### src/hdl/pcdc_pkg.sv
// constants, types and states shared by the display control files
`default_nettype none
package pcdc_pkg;
   // ****************************************************************
   // clock and timing
   // ****************************************************************
   localparam int CLK_MHZ            = 10;
   localparam int T_PNT_CPU_NS       = 3200;
   localparam int T_PNT_ALL_NS       = 23000;
   localparam int T_CHR_CPU_FAST_NS  = 4800;
   localparam int T_CHR_CPU_SLOW_NS  = 6400;
   localparam int T_SCAN_FIRST_NS    = 20000;
   localparam int T_DOT_DARK_NS      = 1000;
   localparam int T_DOT_LIT_NS       = 3000;
   // least times round up to whole cycles
   localparam int PNT_CPU_CYC   = (T_PNT_CPU_NS * CLK_MHZ + 999) / 1000;
   localparam int PNT_ALL_CYC   = (T_PNT_ALL_NS * CLK_MHZ + 999) / 1000;
   localparam int CHR_FAST_CYC  = (T_CHR_CPU_FAST_NS * CLK_MHZ + 999) / 1000;
   localparam int CHR_SLOW_CYC  = (T_CHR_CPU_SLOW_NS * CLK_MHZ + 999) / 1000;
   localparam int SCAN_1ST_CYC  = (T_SCAN_FIRST_NS * CLK_MHZ + 999) / 1000;
   localparam int DOT_DARK_CYC  = (T_DOT_DARK_NS * CLK_MHZ + 999) / 1000;
   localparam int DOT_LIT_CYC   = (T_DOT_LIT_NS * CLK_MHZ + 999) / 1000;
   localparam int TCNT_W        = 9;
   // ****************************************************************
   // data layout
   // ****************************************************************
   typedef logic [11:0] pcdc_word_t;
   typedef logic [8:0]  pcdc_crd_t;
   localparam logic [9:0]  IDX_INC        = 10'h001;
   localparam int          SF_SIZE_BIT    = 7;
   localparam logic [4:0]  Y_LOW_FULL     = 5'h18;
   localparam logic [3:0]  Y_LOW_HALF     = 4'hC;
   localparam pcdc_word_t  X_INC_FULL     = 12'h008;
   localparam pcdc_word_t  X_INC_HALF     = 12'h004;
   localparam pcdc_crd_t   STEP_FULL      = 9'h004;
   localparam pcdc_crd_t   STEP_HALF      = 9'h002;
   localparam logic [3:0]  COL_LAST_IDX   = 4'h5;
   localparam logic [3:0]  PAT_LAST_IDX   = 4'hB;
   // ****************************************************************
   // register map
   // ****************************************************************
   localparam logic [2:0]  A_CTRL   = 3'h0;
   localparam logic [2:0]  A_STAT   = 3'h1;
   localparam logic [2:0]  A_XBUF   = 3'h2;
   localparam logic [2:0]  A_YBUF   = 3'h3;
   localparam logic [2:0]  A_PAT    = 3'h4;
   localparam int          CTRL_SIZE_BIT = 0;
   typedef enum logic [2:0]
   {
      ST_IDLE  = 3'b000,
      ST_CPU   = 3'b001,
      ST_PWAIT = 3'b010,
      ST_REACH = 3'b011,
      ST_DOT   = 3'b100
   } pcdc_state_e;
endpackage
`default_nettype wire

### src/hdl/pcdc_ctl_if.sv
// links the sequencer to its interval timer and pattern scanner
`timescale 1ns/1ps
`default_nettype none
interface pcdc_ctl_if
(
   input wire logic clk,
   input wire logic rst_n,
   input wire logic ce
);
   logic        tmr_load;
   logic [8:0]  tmr_val;
   logic        tmr_exp;
   logic        pat_load;
   logic [11:0] pat_in;
   logic        pat_step;
   logic        pat_bit;
   logic        pat_nxt;
   logic        pat_last;
   logic        pat_col_end;
   logic [11:0] pat_word;
   modport tmr  (input clk, rst_n, ce, tmr_load, tmr_val, output tmr_exp);
   modport scan (input clk, rst_n, ce, pat_load, pat_in, pat_step,
                 output pat_bit, pat_nxt, pat_last, pat_col_end, pat_word);
   modport ctl  (output tmr_load, tmr_val, pat_load, pat_in, pat_step,
                 input tmr_exp, pat_bit, pat_nxt, pat_last, pat_col_end, pat_word);
endinterface
`default_nettype wire

### src/hdl/pcdc_tmr.sv
// interval down counter that flags its last cycle
`timescale 1ns/1ps
`default_nettype none
module pcdc_tmr
(
   pcdc_ctl_if.tmr t
);
   import pcdc_pkg::*;
   logic [8:0] cnt_r;
   logic [8:0] cnt_nxt;
   // expires in the cycle the count reaches one, so a reload loses no cycle
   assign t.tmr_exp = (cnt_r == 9'h001);
   assign cnt_nxt   = t.tmr_load ? t.tmr_val :
                      (cnt_r != 9'h000) ? cnt_r - 9'h001 : cnt_r;
   always_ff @(posedge t.clk or negedge t.rst_n)
   begin
      if (!t.rst_n)
         cnt_r <= 9'h000;
      else if (t.ce)
         cnt_r <= cnt_nxt;
   end
endmodule
`default_nettype wire

### src/hdl/pcdc_scan.sv
// intensification register and pattern bit walker
`timescale 1ns/1ps
`default_nettype none
module pcdc_scan
(
   pcdc_ctl_if.scan s
);
   import pcdc_pkg::*;
   pcdc_word_t pat_r;
   pcdc_word_t shf_r;
   logic [3:0] idx_r;
   assign s.pat_bit     = shf_r[0];
   assign s.pat_nxt     = shf_r[1];
   assign s.pat_last    = (idx_r == PAT_LAST_IDX);
   assign s.pat_col_end = (idx_r == COL_LAST_IDX);
   assign s.pat_word    = pat_r;
   always_ff @(posedge s.clk or negedge s.rst_n)
   begin
      if (!s.rst_n)
      begin
         pat_r <= 12'h000;
         shf_r <= 12'h000;
         idx_r <= 4'h0;
      end
      else if (s.ce)
      begin
         if (s.pat_load)
         begin
            pat_r <= s.pat_in;
            shf_r <= s.pat_in;
            idx_r <= 4'h0;
         end
         else if (s.pat_step)
         begin
            shf_r <= {1'b0, shf_r[11:1]};
            idx_r <= idx_r + 4'h1;
         end
      end
   end
endmodule
`default_nettype wire

### src/hdl/pcdc_top.sv
// buffered point and character column display control
//
// The plain strobed port and the placing of the registers were left to the implementer.
`timescale 1ns/1ps
`default_nettype none
module pcdc_top
#(
   parameter int TW = pcdc_pkg::TCNT_W
)
(
   input  wire logic                 SYS_CLK,
   input  wire logic                 RST_N,
   input  wire logic                 CE,
   input  wire logic                 IO_PRESET,
   input  wire logic                 CMD_PNT_REQ,
   input  wire logic                 CMD_CHR_REQ,
   input  wire logic                 CMD_SF,
   input  wire pcdc_pkg::pcdc_word_t PWR_IN,
   input  wire pcdc_pkg::pcdc_word_t IDX_IN,
   input  wire logic                 INDIRECT,
   input  wire logic                 PTR_ZERO,
   input  wire logic                 CHR_CHAN,
   input  wire pcdc_pkg::pcdc_word_t PATTERN_IN,
   input  wire pcdc_pkg::pcdc_word_t XREG_IN,
   input  wire logic [2:0]           ADDR,
   input  wire pcdc_pkg::pcdc_word_t WDATA,
   input  wire logic                 WR,
   input  wire logic                 RD,
   output var  pcdc_pkg::pcdc_word_t RDATA,
   output var  logic                 CPU_DONE,
   output var  logic                 STALL,
   output var  logic                 BUSY,
   output var  pcdc_pkg::pcdc_word_t PWR_OUT,
   output var  pcdc_pkg::pcdc_word_t IDX_OUT,
   output var  pcdc_pkg::pcdc_word_t XREG_OUT,
   output var  pcdc_pkg::pcdc_crd_t  X_BUF,
   output var  pcdc_pkg::pcdc_crd_t  Y_BUF,
   output var  logic [1:0]           INTENS,
   output var  logic                 SIZE_FULL
);
   import pcdc_pkg::*;

   // ****************************************************************
   // elaboration checks
   // ****************************************************************
   if ((1 << TW) <= PNT_ALL_CYC || TW > 9)
   begin : g_chk
      $error("timer width cannot hold the longest interval");
   end

   // ****************************************************************
   // helpers
   // ****************************************************************
   function automatic logic [8:0] cyc(input int n);
      return n[8:0];
   endfunction

   function automatic pcdc_crd_t step_of(input logic full);
      return full ? STEP_FULL : STEP_HALF;
   endfunction

   // ****************************************************************
   // state
   // ****************************************************************
   pcdc_state_e state_r;
   pcdc_state_e state_nxt;
   logic        is_chr_r;
   logic        chan_r;
   logic        size_r;
   pcdc_crd_t   xbuf_r;
   pcdc_crd_t   ybuf_r;
   pcdc_crd_t   ystart_r;
   logic        done_r;
   logic        stall_r;
   logic        busy_r;
   pcdc_word_t  pwr_r;
   pcdc_word_t  idx_r;
   pcdc_word_t  xreg_r;
   logic [1:0]  intens_r;
   pcdc_word_t  rdata_r;

   pcdc_ctl_if u_if (.clk(SYS_CLK), .rst_n(RST_N), .ce(CE));
   pcdc_tmr    u_tmr (.t(u_if.tmr));
   pcdc_scan   u_scan (.s(u_if.scan));

   // ****************************************************************
   // command decode
   // ****************************************************************
   wire        idle     = (state_r == ST_IDLE);
   wire        pnt_acc  = idle && CMD_PNT_REQ;
   wire        chr_acc  = idle && CMD_CHR_REQ && !CMD_PNT_REQ;
   wire        fast_chr = INDIRECT && PTR_ZERO;
   wire        exp      = u_if.tmr_exp;
   wire [9:0]  idx_low  = IDX_IN[9:0] + IDX_INC;
   wire pcdc_word_t idx_eff = INDIRECT ? {IDX_IN[11:10], idx_low} : IDX_IN;
   wire pcdc_word_t x_inc   = size_r ? X_INC_FULL : X_INC_HALF;
   wire pcdc_word_t xreg_new = XREG_IN + x_inc;
   wire pcdc_crd_t  y_full  = {PWR_IN[8:5], Y_LOW_FULL};
   wire pcdc_crd_t  y_half  = {PWR_IN[8:4], Y_LOW_HALF};
   wire pcdc_crd_t  y_chr   = size_r ? y_full : y_half;
   wire        dot_end  = (state_r == ST_DOT) && exp;
   wire        scan_fin = dot_end && u_if.pat_last;
   wire        dot_lit  = u_if.pat_nxt;
   wire        sf_size  = PWR_IN[SF_SIZE_BIT];
   // a request still held through its own processor phase is not waiting
   wire        own_hold = (state_r == ST_CPU) || done_r;

   // ****************************************************************
   // sequencer
   // ****************************************************************
   always_comb
   begin
      state_nxt      = state_r;
      u_if.tmr_load  = 1'b0;
      u_if.tmr_val   = 9'h000;
      u_if.pat_load  = chr_acc;
      u_if.pat_in    = PATTERN_IN;
      u_if.pat_step  = 1'b0;
      case (state_r)
         ST_IDLE:
         begin
            if (pnt_acc)
            begin
               state_nxt     = ST_CPU;
               u_if.tmr_load = 1'b1;
               u_if.tmr_val  = cyc(PNT_CPU_CYC - 1);
            end
            else if (chr_acc)
            begin
               state_nxt     = ST_CPU;
               u_if.tmr_load = 1'b1;
               u_if.tmr_val  = fast_chr ? cyc(CHR_FAST_CYC - 1)
                                        : cyc(CHR_SLOW_CYC - 1);
            end
         end
         ST_CPU:
         begin
            if (exp)
            begin
               u_if.tmr_load = 1'b1;
               if (is_chr_r)
               begin
                  state_nxt    = ST_REACH;
                  u_if.tmr_val = cyc(SCAN_1ST_CYC);
               end
               else
               begin
                  state_nxt    = ST_PWAIT;
                  u_if.tmr_val = cyc(PNT_ALL_CYC - PNT_CPU_CYC);
               end
            end
         end
         ST_PWAIT:
         begin
            if (exp)
               state_nxt = ST_IDLE;
         end
         ST_REACH:
         begin
            if (exp)
            begin
               state_nxt     = ST_DOT;
               u_if.tmr_load = 1'b1;
               u_if.tmr_val  = u_if.pat_bit ? cyc(DOT_LIT_CYC)
                                            : cyc(DOT_DARK_CYC);
            end
         end
         ST_DOT:
         begin
            if (scan_fin)
               state_nxt = ST_IDLE;
            else if (exp)
            begin
               u_if.pat_step = 1'b1;
               u_if.tmr_load = 1'b1;
               u_if.tmr_val  = dot_lit ? cyc(DOT_LIT_CYC)
                                       : cyc(DOT_DARK_CYC);
            end
         end
         default:
            state_nxt = ST_IDLE;
      endcase
   end

   always_ff @(posedge SYS_CLK or negedge RST_N)
   begin
      if (!RST_N)
         state_r <= ST_IDLE;
      else if (CE)
         state_r <= state_nxt;
   end

   // ****************************************************************
   // coordinate buffers and processor results
   // ****************************************************************
   always_ff @(posedge SYS_CLK or negedge RST_N)
   begin
      if (!RST_N)
      begin
         is_chr_r <= 1'b0;
         chan_r   <= 1'b0;
         xbuf_r   <= 9'h000;
         ybuf_r   <= 9'h000;
         ystart_r <= 9'h000;
         pwr_r    <= 12'h000;
         idx_r    <= 12'h000;
         xreg_r   <= 12'h000;
      end
      else if (CE)
      begin
         if (pnt_acc)
         begin
            is_chr_r <= 1'b0;
            chan_r   <= idx_eff[11];
            xbuf_r   <= idx_eff[8:0];
            ybuf_r   <= PWR_IN[8:0];
            idx_r    <= idx_eff;
            pwr_r    <= PWR_IN;
         end
         else if (chr_acc)
         begin
            is_chr_r <= 1'b1;
            chan_r   <= CHR_CHAN;
            xbuf_r   <= xreg_new[8:0];
            ybuf_r   <= y_chr;
            ystart_r <= y_chr;
            pwr_r    <= size_r ? {PWR_IN[11:5], Y_LOW_FULL}
                               : {PWR_IN[11:4], Y_LOW_HALF};
            xreg_r   <= xreg_new;
         end
         else if (u_if.pat_step)
         begin
            // column 0 runs downward from the start row, column 1 sits one step right
            if (u_if.pat_col_end)
            begin
               ybuf_r <= ystart_r;
               xbuf_r <= xbuf_r + step_of(size_r);
            end
            else
               ybuf_r <= ybuf_r - step_of(size_r);
         end
      end
   end

   // ****************************************************************
   // handshake, intensify and size flag
   // ****************************************************************
   always_ff @(posedge SYS_CLK or negedge RST_N)
   begin
      if (!RST_N)
      begin
         done_r   <= 1'b0;
         stall_r  <= 1'b0;
         busy_r   <= 1'b0;
         intens_r <= 2'b00;
         size_r   <= 1'b1;
      end
      else if (CE)
      begin
         done_r  <= (state_r == ST_CPU) && exp;
         busy_r  <= (state_nxt != ST_IDLE);
         stall_r <= !idle && !own_hold && (CMD_PNT_REQ || CMD_CHR_REQ);
         // a point shows for its whole display time; a character only on lit dots
         if (pnt_acc)
            intens_r <= idx_eff[11] ? 2'b10 : 2'b01;
         else if ((state_r == ST_REACH && exp && u_if.pat_bit) ||
                  (dot_end && !scan_fin && dot_lit))
            intens_r <= chan_r ? 2'b10 : 2'b01;
         else if ((state_r == ST_PWAIT && exp) || dot_end)
            intens_r <= 2'b00;
         // preset beats a software write in the same cycle
         if (IO_PRESET)
            size_r <= 1'b1;
         else if (CMD_SF)
            size_r <= sf_size;
         else if (WR && ADDR == A_CTRL)
            size_r <= WDATA[CTRL_SIZE_BIT];
      end
   end

   // ****************************************************************
   // register read port
   // ****************************************************************
   wire pcdc_word_t stat_w = {5'h00, chan_r, is_chr_r, state_r, 1'b0, busy_r};
   wire pcdc_word_t rd_mux = (ADDR == A_CTRL) ? {11'h000, size_r} :
                             (ADDR == A_STAT) ? stat_w :
                             (ADDR == A_XBUF) ? {3'h0, xbuf_r} :
                             (ADDR == A_YBUF) ? {3'h0, ybuf_r} :
                             (ADDR == A_PAT)  ? u_if.pat_word : 12'h000;

   always_ff @(posedge SYS_CLK or negedge RST_N)
   begin
      if (!RST_N)
         rdata_r <= 12'h000;
      else if (CE)
         rdata_r <= RD ? rd_mux : 12'h000;
   end

   assign RDATA     = rdata_r;
   assign CPU_DONE  = done_r;
   assign STALL     = stall_r;
   assign BUSY      = busy_r;
   assign PWR_OUT   = pwr_r;
   assign IDX_OUT   = idx_r;
   assign XREG_OUT  = xreg_r;
   assign X_BUF     = xbuf_r;
   assign Y_BUF     = ybuf_r;
   assign INTENS    = intens_r;
   assign SIZE_FULL = size_r;

   // ****************************************************************
   // checks
   // ****************************************************************
   AST_PNT_CPU: assert property (@(posedge SYS_CLK) disable iff (!RST_N || !CE)
      pnt_acc |-> ##32 done_r)
      else $error("point processor phase not 32 cycles");
   AST_PNT_ALL: assert property (@(posedge SYS_CLK) disable iff (!RST_N || !CE)
      pnt_acc |-> ##229 busy_r ##1 !busy_r)
      else $error("point display not 230 cycles");
   AST_CHR_FAST: assert property (@(posedge SYS_CLK) disable iff (!RST_N || !CE)
      (chr_acc && fast_chr) |-> ##48 done_r)
      else $error("fast character phase wrong");
   AST_CHR_SLOW: assert property (@(posedge SYS_CLK) disable iff (!RST_N || !CE)
      (chr_acc && !fast_chr) |-> ##48 !done_r ##16 done_r)
      else $error("slow character phase wrong");
   AST_STALL: assert property (@(posedge SYS_CLK) disable iff (!RST_N || !CE)
      (busy_r && (CMD_PNT_REQ || CMD_CHR_REQ) && state_r != ST_CPU && !done_r)
         |=> stall_r && $stable(idx_r) && $stable(pwr_r))
      else $error("command taken while busy");
   AST_IDX_INC: assert property (@(posedge SYS_CLK) disable iff (!RST_N || !CE)
      (pnt_acc && INDIRECT) |=> idx_r[11:10] == $past(IDX_IN[11:10])
         && idx_r[9:0] == $past(IDX_IN[9:0]) + 10'h001)
      else $error("index increment wrong");
   AST_CHAN: assert property (@(posedge SYS_CLK) disable iff (!RST_N || !CE)
      pnt_acc |=> intens_r[1] == $past(idx_eff[11]) && intens_r[0] != intens_r[1])
      else $error("point channel wrong");
   AST_CHR_Y: assert property (@(posedge SYS_CLK) disable iff (!RST_N || !CE)
      (chr_acc && size_r) |=> ybuf_r[4:0] == 5'h18 && pwr_r[4:0] == 5'h18)
      else $error("full size start row wrong");
   AST_PAT: assert property (@(posedge SYS_CLK) disable iff (!RST_N || !CE)
      chr_acc |=> u_if.pat_word == $past(PATTERN_IN))
      else $error("pattern not captured");
   AST_DOT: assert property (@(posedge SYS_CLK) disable iff (!RST_N || !CE)
      (state_r == ST_REACH && exp && !u_if.pat_bit) |-> ##10 u_if.pat_step)
      else $error("dark dot not one microsecond");
endmodule
`default_nettype wire

### config.mk
export PLATFORM = sky130hd
export DESIGN_NAME = pcdc_top
export DESIGN_NICKNAME = d
export VERILOG_FILES = /design/src/hdl/pcdc_pkg.sv /design/src/hdl/pcdc_ctl_if.sv /design/src/hdl/pcdc_tmr.sv /design/src/hdl/pcdc_scan.sv /design/src/hdl/pcdc_top.sv
export SDC_FILE = /design/constraint.sdc
export NUM_CORES = 1
export LEC_CHECK = 0
export BUFFER_PORTS_ARGS = -buffer_cell sky130_fd_sc_hd__buf_4
export CORE_ASPECT_RATIO = 1.2
export CORE_UTILIZATION = 55
export DETAILED_ROUTE_END_ITERATION = 8
export PLACE_DENSITY = 0.78
export SLEW_MARGIN = 10
export SYNTH_ARGS = -nofsm -noshare
export SYNTH_HDL_FRONTEND = slang
export SYNTH_HIERARCHICAL = 1
export SYNTH_SLANG_ARGS = --single-unit
### constraint.sdc
create_clock -name SYS_CLK -period 7.4 [get_ports SYS_CLK]
set_input_delay 1.11 -clock SYS_CLK [delete_from_list [all_inputs] [get_ports SYS_CLK]]
set_output_delay 1.11 -clock SYS_CLK [all_outputs]
set_load 0.01 [all_outputs]
### Yosys cells after proc, flatten, opt, wreduce, memory -nomap -nowiden

Cells that the tools add are included.

| operators by class | value |
|---|---|
| eq/ne operators | 11 |
| reduce and logical (&&, ||, !) cells | 45 |
| add/subtract/negate cells | 6 |
| mux-type cells | 64 |
| bitwise logic cells | 1 |

Operator list:

| cell | number |
|---|---|
| two-way mux 12 bit | 10 |
| two-way mux 9 bit | 10 |
| two-way mux 5 bit | 8 |
| one-hot mux 8 bit (4 select lines) | 1 |
| two-way mux 3 bit | 7 |
| two-way mux 4 bit | 4 |
| AND reduction 2 bit | 8 |
| logical AND 1 bit | 15 |
| one-hot mux 3 bit (5 select lines) | 1 |
| nonzero test 3 bit | 5 |
| two-way mux 1 bit | 13 |
| adder 12 x 4 -> 12 bit | 1 |
| == test 3 x 2 -> 1 bit, second input constant | 4 |
| two-way mux 6 bit | 2 |
| adder 10 x 1 -> 10 bit, second input constant | 1 |
| two-way mux 10 bit | 1 |
| two-way mux 2 bit | 5 |
| adder 9 bit | 1 |
| == test 9 x 1 -> 1 bit, second input constant | 1 |
| nonzero test 9 bit | 1 |
| subtractor 9 x 1 -> 9 bit, second input constant | 1 |
| subtractor 9 x 3 -> 9 bit | 1 |
| two-way mux 8 bit | 1 |
| == test 3 x 1 -> 1 bit, second input constant | 2 |
| 12 further kinds | 23 |

| storage, ports and cells | value |
|---|---|
| input bits | 75 |
| output and inout port bits | 72 |
| logic and storage cells | 146 |
| bits in registers | 123 |

### Logic depth before layout (Yosys ltp)

Gate-level depths: netlist of run 1.

| logic depth | value |
|---|---|
| depth in word-level cells | 9 |
| depth in mapped cells | 12 |
| gate-level depth less buffers | 10 |

### Modules after synthesis

Netlist of run 1, hierarchy kept.

Modules (own cells, without submodules):

| module | instances | sequential area each (µm²) | cells each | area an instance (µm²) |
|---|---|---|---|---|
| pcdc_top | 1 | 2103.3 | 514 | 4785.8 |
| pcdc_scan | 1 | 700.7 | 102 | 1253.7 |
| pcdc_tmr | 1 | 225.2 | 72 | 603.1 |

### Worst setup path before layout of run 1

No wires, ideal clock.

| path | value |
|---|---|
| kind | input port to flip-flop |
| start | input port CMD_PNT_REQ |
| end | register u_tmr.cnt_r[4] |
| arrival | 2.762 ns |
| data required time | 7.278 ns |
| cell stages on the path | 11 |
| setup slack | 4.516 ns |
| path buffers | 3 |
| setup time | 0.122 ns |
| path through | clkbuf_1 o21ai_1 inv_1 buf_2 nor2_1 nand2_1 clkbuf_1 inv_1 a41o_2 o21bai_1 o2bb2ai_1 |

| on the way | value |
|---|---|
| cells in the longest elaborated chain, start to end | 7 |
| elaborated cells between the ends (all ways) | 12 |
| classes of those cells | mux (7); reduce/logical (5) |

Ends and longest elaborated chain:

| element | line | RTL |
|---|---|---|
| start, declared | pcdc_top.sv:15 | `input wire logic CMD_PNT_REQ,` |
| logical NOT 1 bit | pcdc_top.sv:91 | `wire chr_acc = idle && CMD_CHR_REQ && !CMD_PNT_REQ;` |
| logical AND 1 bit | pcdc_top.sv:91 |  |
| two-way mux 1 bit | pcdc_top.sv:128 | `else if (chr_acc)` |
| two-way mux 1 bit (*) | pcdc_top.sv:122 | `if (pnt_acc)` |
| one-hot mux 1 bit (3 select lines) (*) | pcdc_top.sv:119 | `case (state_r)` |
| named net u_if.tmr_load | pcdc_ctl_if.sv:10 | `logic tmr_load;` |
| nonzero test 2 bit (no line) | n/a |  |
| AND reduction 2 bit (no line) | n/a |  |
| end signal, assigned | pcdc_tmr.sv:20 | `cnt_r <= cnt_nxt;` |
| end, declared | pcdc_tmr.sv:9 | `logic [8:0] cnt_r;` |

The timed path passes the listed nets; every way through them passes the cells marked *.
A chain may end at the register's enable or synchronous reset.

### Final worst setup path of run 1

| path | value |
|---|---|
| start | register state_r[1] |
| end | register u_tmr.cnt_r[4] |

| on the way | value |
|---|---|
| cells in the longest elaborated chain, start to end | 8 |
| elaborated cells between the ends (all ways) | 21 |
| classes of those cells | eq/ne (3); mux (9); reduce/logical (9) |

Ends and longest elaborated chain:

| element | line | RTL |
|---|---|---|
| start, declared | pcdc_top.sv:65 | `pcdc_state_e state_r;` |
| start signal, assigned | pcdc_top.sv:190 | `state_r <= state_nxt;` |
| logical NOT 3 bit | pcdc_top.sv:89, pcdc_top.sv:119 |  |
| logical AND 1 bit (2 in a row) | pcdc_top.sv:91 |  |
| two-way mux 1 bit | pcdc_top.sv:128 |  |
| two-way mux 1 bit | pcdc_top.sv:122 |  |
| one-hot mux 1 bit (3 select lines) (*) | pcdc_top.sv:119 |  |
| named net u_if.tmr_load | pcdc_ctl_if.sv:10 |  |
| nonzero test 2 bit (no line) | n/a |  |
| AND reduction 2 bit (no line) | n/a |  |

Marked as above.

==> out/qor.txt, run 1 <==
Status: finished clean
Num ports: 147
Reg clk slew, reported paths: 0.05 ns
Initial antenna violation count: 0
Synth Net Count: 778
Max Clock Freq: 310 MHz
CTS Buffer Depth: 2
Non-Filler Instances: 977
Crit end category: register
Yosys reg bits: 121
Initial Utilization: 0.569
Final Instance Area: 8220 sq um
Largest net degree at the start of global routing: 71
WP data arrival: 3.53 ns
Reg2reg start: state_r[1]
Core area: 11700 sq um
Post-DR wirelength/cell: 17.9 microns
Worst-Margin Slew: 1.15 ns
Initial drt markers: 463
Routed WL: 17500 microns
RSZ-0062 raised after global routing: false
CTS root buffer: clkbuf_16
Final Hold Vio Count: 0
Setup Fix Bufs, Post-CTS: 0
Clock latency on the worst-skew pair: 0.41 ns
Synth cell types: 68
Die X: 102 microns
Synth warn: 6
Mapped cell area: 6640 sq um
Max VDD drop: 0.177 mV
PostCTS Resize Cnt: 0
Final min period: 3.23 ns
Switching share of power: 0.356
Vert. Die Dim: 122 microns
Async S/R FF share, synth: 1.00
Most frequent CP cell: inv_1
Crit-path cells: nor3_2 > o21ai_1 > inv_1 > nor2_1 > nand2_1 > inv_1 > a41o_2 > o21bai_1 > o2bb2ai_1
Skew final: 0.00733 ns
CTS Buf Count: 17
Number of diodes: 0
Via density: 5.88
Vias: 5749
Psw: 1.08 mW
Post-Syn Instances: 688
PwrDens: 368 nW/um^2
First-pass iteration count of the detailed router: 7
Total gr overflow: 0
Ys flop type: dfrtp_1
CP top delay family: simple AND/OR/NAND/NOR gates
HPWL Detailed: 12400 microns
Comb power frac: 0.354
CP max stage cell: dfrtp_1
Worst path max stage delay: 0.58 ns
Pre-CTS WS: 3.94 ns
Power Internal: 1.95 mW
CP bufs+invs: 2
Clk network pwr share: 0.258
Post-synth EDFFs: 0
Placed Area: 7670 sq um
Worst Path Max Fanout: 19
Post-CTS Hold Buffers: 0
Hold path startpoint: ystart_r[3]
Worst hold path class: reg -> reg
IO buf count: 135
Share of layout cells above drive strength 1: 0.255
CP required: 7.70 ns
GRT Overall Usage: 0.294
Antenna Nets Post-Route: 0
Slew Limit Fails: 0
Total of max-cap violations: 0
CTS tree: done
Total clock sinks: 121
DRC errors left: 0
CP startpoint: state_r[1]
Crit Path Class: reg -> reg
DIE AREA: 12500 sq um
H-tree depth: 4
Flop pwr share: 0.388
Placed Cells: 945
Nets: 897
Syn-to-layout area delta: 23.7%
Site Rows: 43
First-pass GRT wire length: 28000 microns
PnR worst setup slack: 4.17 ns
Number of global-route vias before repair: 5666
Leakage: 3.81 nW
Syn_area_per_cell: 9.65 sq um
Setup Viol. Count Final: 0
Routability-driven placement congestion ratio: 0.902
Flop2flop setup slack: 4.17 ns
Fin crit share: 0.436
Max-slew headroom: 0.230
Register area share after synthesis: 0.456
Worst setup SP type: register
TNS Setup: 0 ns
-- worst reg2reg max path, stage by stage, from the launching register on --
cell       delay (ns)
dfrtp_1          0.58
nor3_2           0.42
o21ai_1          0.25
inv_1            0.46
nor2_1           0.13
nand2_1          0.48
inv_1            0.18
a41o_2           0.31
o21bai_1         0.16
o2bb2ai_1        0.13
-- sequential cells by signal (all words and copies together) (netlist names), 2 cells and up --
signal and count:
IDX_OUT 12, PWR_OUT 12, RDATA 12, XREG_OUT 12
u_scan/s.pat_word 12, u_scan/shf_r 12, X_BUF 9, Y_BUF 9
u_tmr/cnt_r 9, ystart_r 7, u_scan/idx_r 4, state_r 3
INTENS 2
-- layout by cell type (no fill, tap or decap), drive strengths merged, types with 22 or more instances in the layout --
| cell | count |
|---|---|
| nand2 | 96 |
| dfrtp | 120 |
| inv | 29 |
| nor2 | 37 |
| buf | 138 |
| a21oi | 42 |
| mux2 | 31 |
| clkbuf | 22 |
| o21ai | 77 |
-- final cells by class --
type / instances / area, sq um
Clock buffer: 22 / 444
Clock inverter: 10 / 103
Fill cell: 896 / 3460
Inverter: 29 / 109
Multi-Input combinational cell: 500 / 3300
Sequential cell: 121 / 3030
Tap cell: 157 / 196
Timing Repair Buffer: 138 / 1040
-- metrics by stage --
step                total power [mW]  utilization  hold WS (ns)
floorplan                       1.77            -         0.428
global placement                2.19        0.657         0.444
detailed placement              2.24        0.657         0.449
CTS                             3.02        0.704         0.461
global route                    3.20        0.704         0.495
finish                          3.02        0.704         0.462
-- cell families (layout without fill, tap and decap cells) --
logic type | after synthesis | count (layout) | synth area share
multiplexers | 48 | 48 | 0.0827
flip-flops | 121 | 121 | 0.456
AND/OR/NAND/NOR | 213 | 213 | 0.160
XOR/XNOR | 28 | 28 | 0.0369
AO/OA/AOI/OAI | 195 | 195 | 0.185
buffers and inverters | 67 | 199 | 0.0471
other | 1 | 1 | 0.000565
adder cells (fa/ha/maj) | 15 | 15 | 0.0316
-- power by group through the flow --
stage          registers [mW]  clock network (mW)  logic (mW)
3_5_place_dp             1.17                   0        1.06
4_1_cts                  1.17               0.785        1.07
5_1_grt                  1.20               0.814        1.19
2_1_floorplan            1.16                   0       0.614
6_report                 1.17               0.780        1.07
3_3_place_gp             1.16                   0        1.03
-- synth_stat cells, types with 4 or more instances --
cell type  instances  area (sq um)
a21o_1             4          30.0
a21oi_1           42           210
a22o_1             6          52.6
a22oi_1           12          90.1
buf_2              6          30.0
buf_4              4          30.0
buf_6              5          56.3
clkbuf_1          22          82.6
dfrtp_1          120          3000
ha_1              12           150
inv_1             29           109
mux2_2            21           236
mux2_4             8           120
mux2i_1           17           170
nand2_1           94           353
nand2b_1           7          43.8
nand3_1           14          70.1
nand4_1            6          37.5
nor2_1            35           131
nor2b_1            8          50.1
nor3_1            16          80.1
nor3b_1            4          30.0
nor4_1             4          25.0
o211ai_1           5          37.5
o21ai_0           75           375
o22a_1             6          52.6
o22ai_1            6          37.5
o2bb2ai_1         10          87.6
or3_1              5          31.3
xnor2_1           15           131
xor2_1            13           114
-- per-layer routing --
layer  global-route usage  wire [microns]
met5                    0               0
met4                0.122             397
met3               0.0547            1100
met1                0.366            7280
met2                0.500            8750
-- final timing paths --
path / to / cells after the start
min: ystart_r[3] / 1
max reg2reg: u_tmr/cnt_r[4] / 9
max: u_tmr/cnt_r[4] / 9
max in group asynchronous: u_tmr/cnt_r[1] / 2
min in group asynchronous: XREG_OUT[10] / 1
min reg2reg: ystart_r[3] / 1
Note: power is estimated with default switching activity, not from simulation.
==> inputs of run 2 (changes only) <==
CORE_UTILIZATION = 50   (was 55)
PLACE_DENSITY = 0.74   (was 0.78)
clock period = 2.7 ns   (was 7.4 ns; I/O delays follow)
==> out/qor.txt, run 2 (synthesis gave the netlist of run 1 again) <==
Clock latency on the worst-skew pair: 0.42 ns
CP required: 2.99 ns
Leakage: 3.97 nW
Routability-driven placement congestion ratio: 0.902
Max-slew headroom: 0.598
Antenna Nets Post-Route: 0
Max VDD drop: 0.515 mV
Number of diodes: 0
Worst hold path class: in -> reg
PwrDens: 1040 nW/um^2
Max Clock Freq: 410 MHz
Post-CTS Hold Buffers: 1
Initial antenna violation count: 0
Post-DR wirelength/cell: 17.9 microns
TNS Setup: 0 ns
Largest net degree at the start of global routing: 46
HPWL Detailed: 13100 microns
Vias: 5857
Fin crit share: 0.903
Worst Path Max Fanout: 10
CTS tree: done
Worst setup SP type: register
Final Hold Vio Count: 0
Worst-Margin Slew: 0.598 ns
Num ports: 147
Most frequent cells in the layout: 157 x buf_4, 120 x dfrtp_1, 94 x nand2_1
Total of max-cap violations: 0
Routed WL: 18000 microns
Via density: 5.83
Share of layout cells above drive strength 1: 0.276
Reg clk slew, reported paths: 0.06 ns
Setup Fix Bufs, Post-CTS: 0
Initial Utilization: 0.520
CTS root buffer: clkbuf_16
DRC errors left: 0
Die X: 107 microns
H-tree depth: 4
Initial drt markers: 568
Total clock sinks: 121
Placed Area: 7840 sq um
Reg2reg start: u_tmr/cnt_r[2]
Status: finished clean
GRT Overall Usage: 0.273
Vert. Die Dim: 128 microns
Syn-to-layout area delta: 28.5%
Flop2flop setup slack: 0.26 ns
DIE AREA: 13800 sq um
CTS Buffer Depth: 2
Nets: 918
CTS Buf Count: 17
RSZ-0062 raised after global routing: false
PostCTS Resize Cnt: 0
First-pass GRT wire length: 29000 microns
Total gr overflow: 0
Final Instance Area: 8530 sq um
IO buf count: 135
Site Rows: 45
Crit Path Class: reg -> reg
CP startpoint: u_tmr/cnt_r[2]
First-pass iteration count of the detailed router: 5
WP data arrival: 2.73 ns
Setup Viol. Count Final: 0
Crit end category: register
Commonest non-fill, non-tap cell in the layout: buf_4
Skew final: 0.00678 ns
Number of global-route vias before repair: 5746
Slew Limit Fails: 0
Final min period: 2.44 ns
Core area: 12800 sq um
Hold path startpoint: IDX_IN[10]
## run 2: worst max-delay path, cell delays in order, from the launching register on
cell and delay, ns:
dfrtp_1 0.44, nor3_1 0.41, and3_2 0.38, and2_4 0.26, nor2_1 0.09, nand2_1 0.08
inv_1 0.09, a41o_2 0.28, o21ai_0 0.18, o21ai_0 0.10
## run 2: through the flow
step | setup WS [ns] | hold WS [ns] | instances | util | total power [mW]
after global routing | 0.186 | 0.190 | 1005 | 0.668 | 9.39
after detailed placement | 0.330 | 0.422 | 972 | 0.614 | 6.22
after CTS | 0.304 | 0.183 | 1005 | 0.668 | 8.90
after floorplan | 0.00297 | 0.109 | 688 | - | 4.86
final | 0.262 | 0.193 | 1005 | 0.668 | 8.89
after global placement | 0.402 | 0.412 | 972 | 0.614 | 6.09
## run 2: cell type report
type                            count  area [sq um]
Fill cell                        1028          4250
Clock inverter                     13           249
Inverter                           29           109
Timing Repair Buffer              159          1210
Multi-Input combinational cell    500          3300
Sequential cell                   121          3030
Clock buffer                       19           433
Tap cell                          164           205
## run 2: layer usage
| metal | wire, microns | share of wire | track usage | up-vias |
|---|---|---|---|---|
| met5 | 0 | 0 | 0 | - |
| met4 | 482 | 0.027 | 0.116 | 0 |
| met3 | 1160 | 0.065 | 0.0590 | 47 |
| met2 | 8690 | 0.48 | 0.450 | 246 |
| met1 | 7690 | 0.43 | 0.348 | 2833 |
| li1 | - | - | - | 2731 |
## run 2: final timing paths
kind | end | cells after the start
min reg2reg | XREG_OUT[10] | 2
max reg2reg | u_tmr/cnt_r[3] | 9
min in group asynchronous | XREG_OUT[9] | 2
max | u_tmr/cnt_r[3] | 9
max in group asynchronous | SIZE_FULL | 3
min | IDX_OUT[10] | 3
## run 2: power breakdown
group	internal, mW	switching, mW
clock network	1.82	0.832
registers	2.52	0.643
logic	1.54	1.52
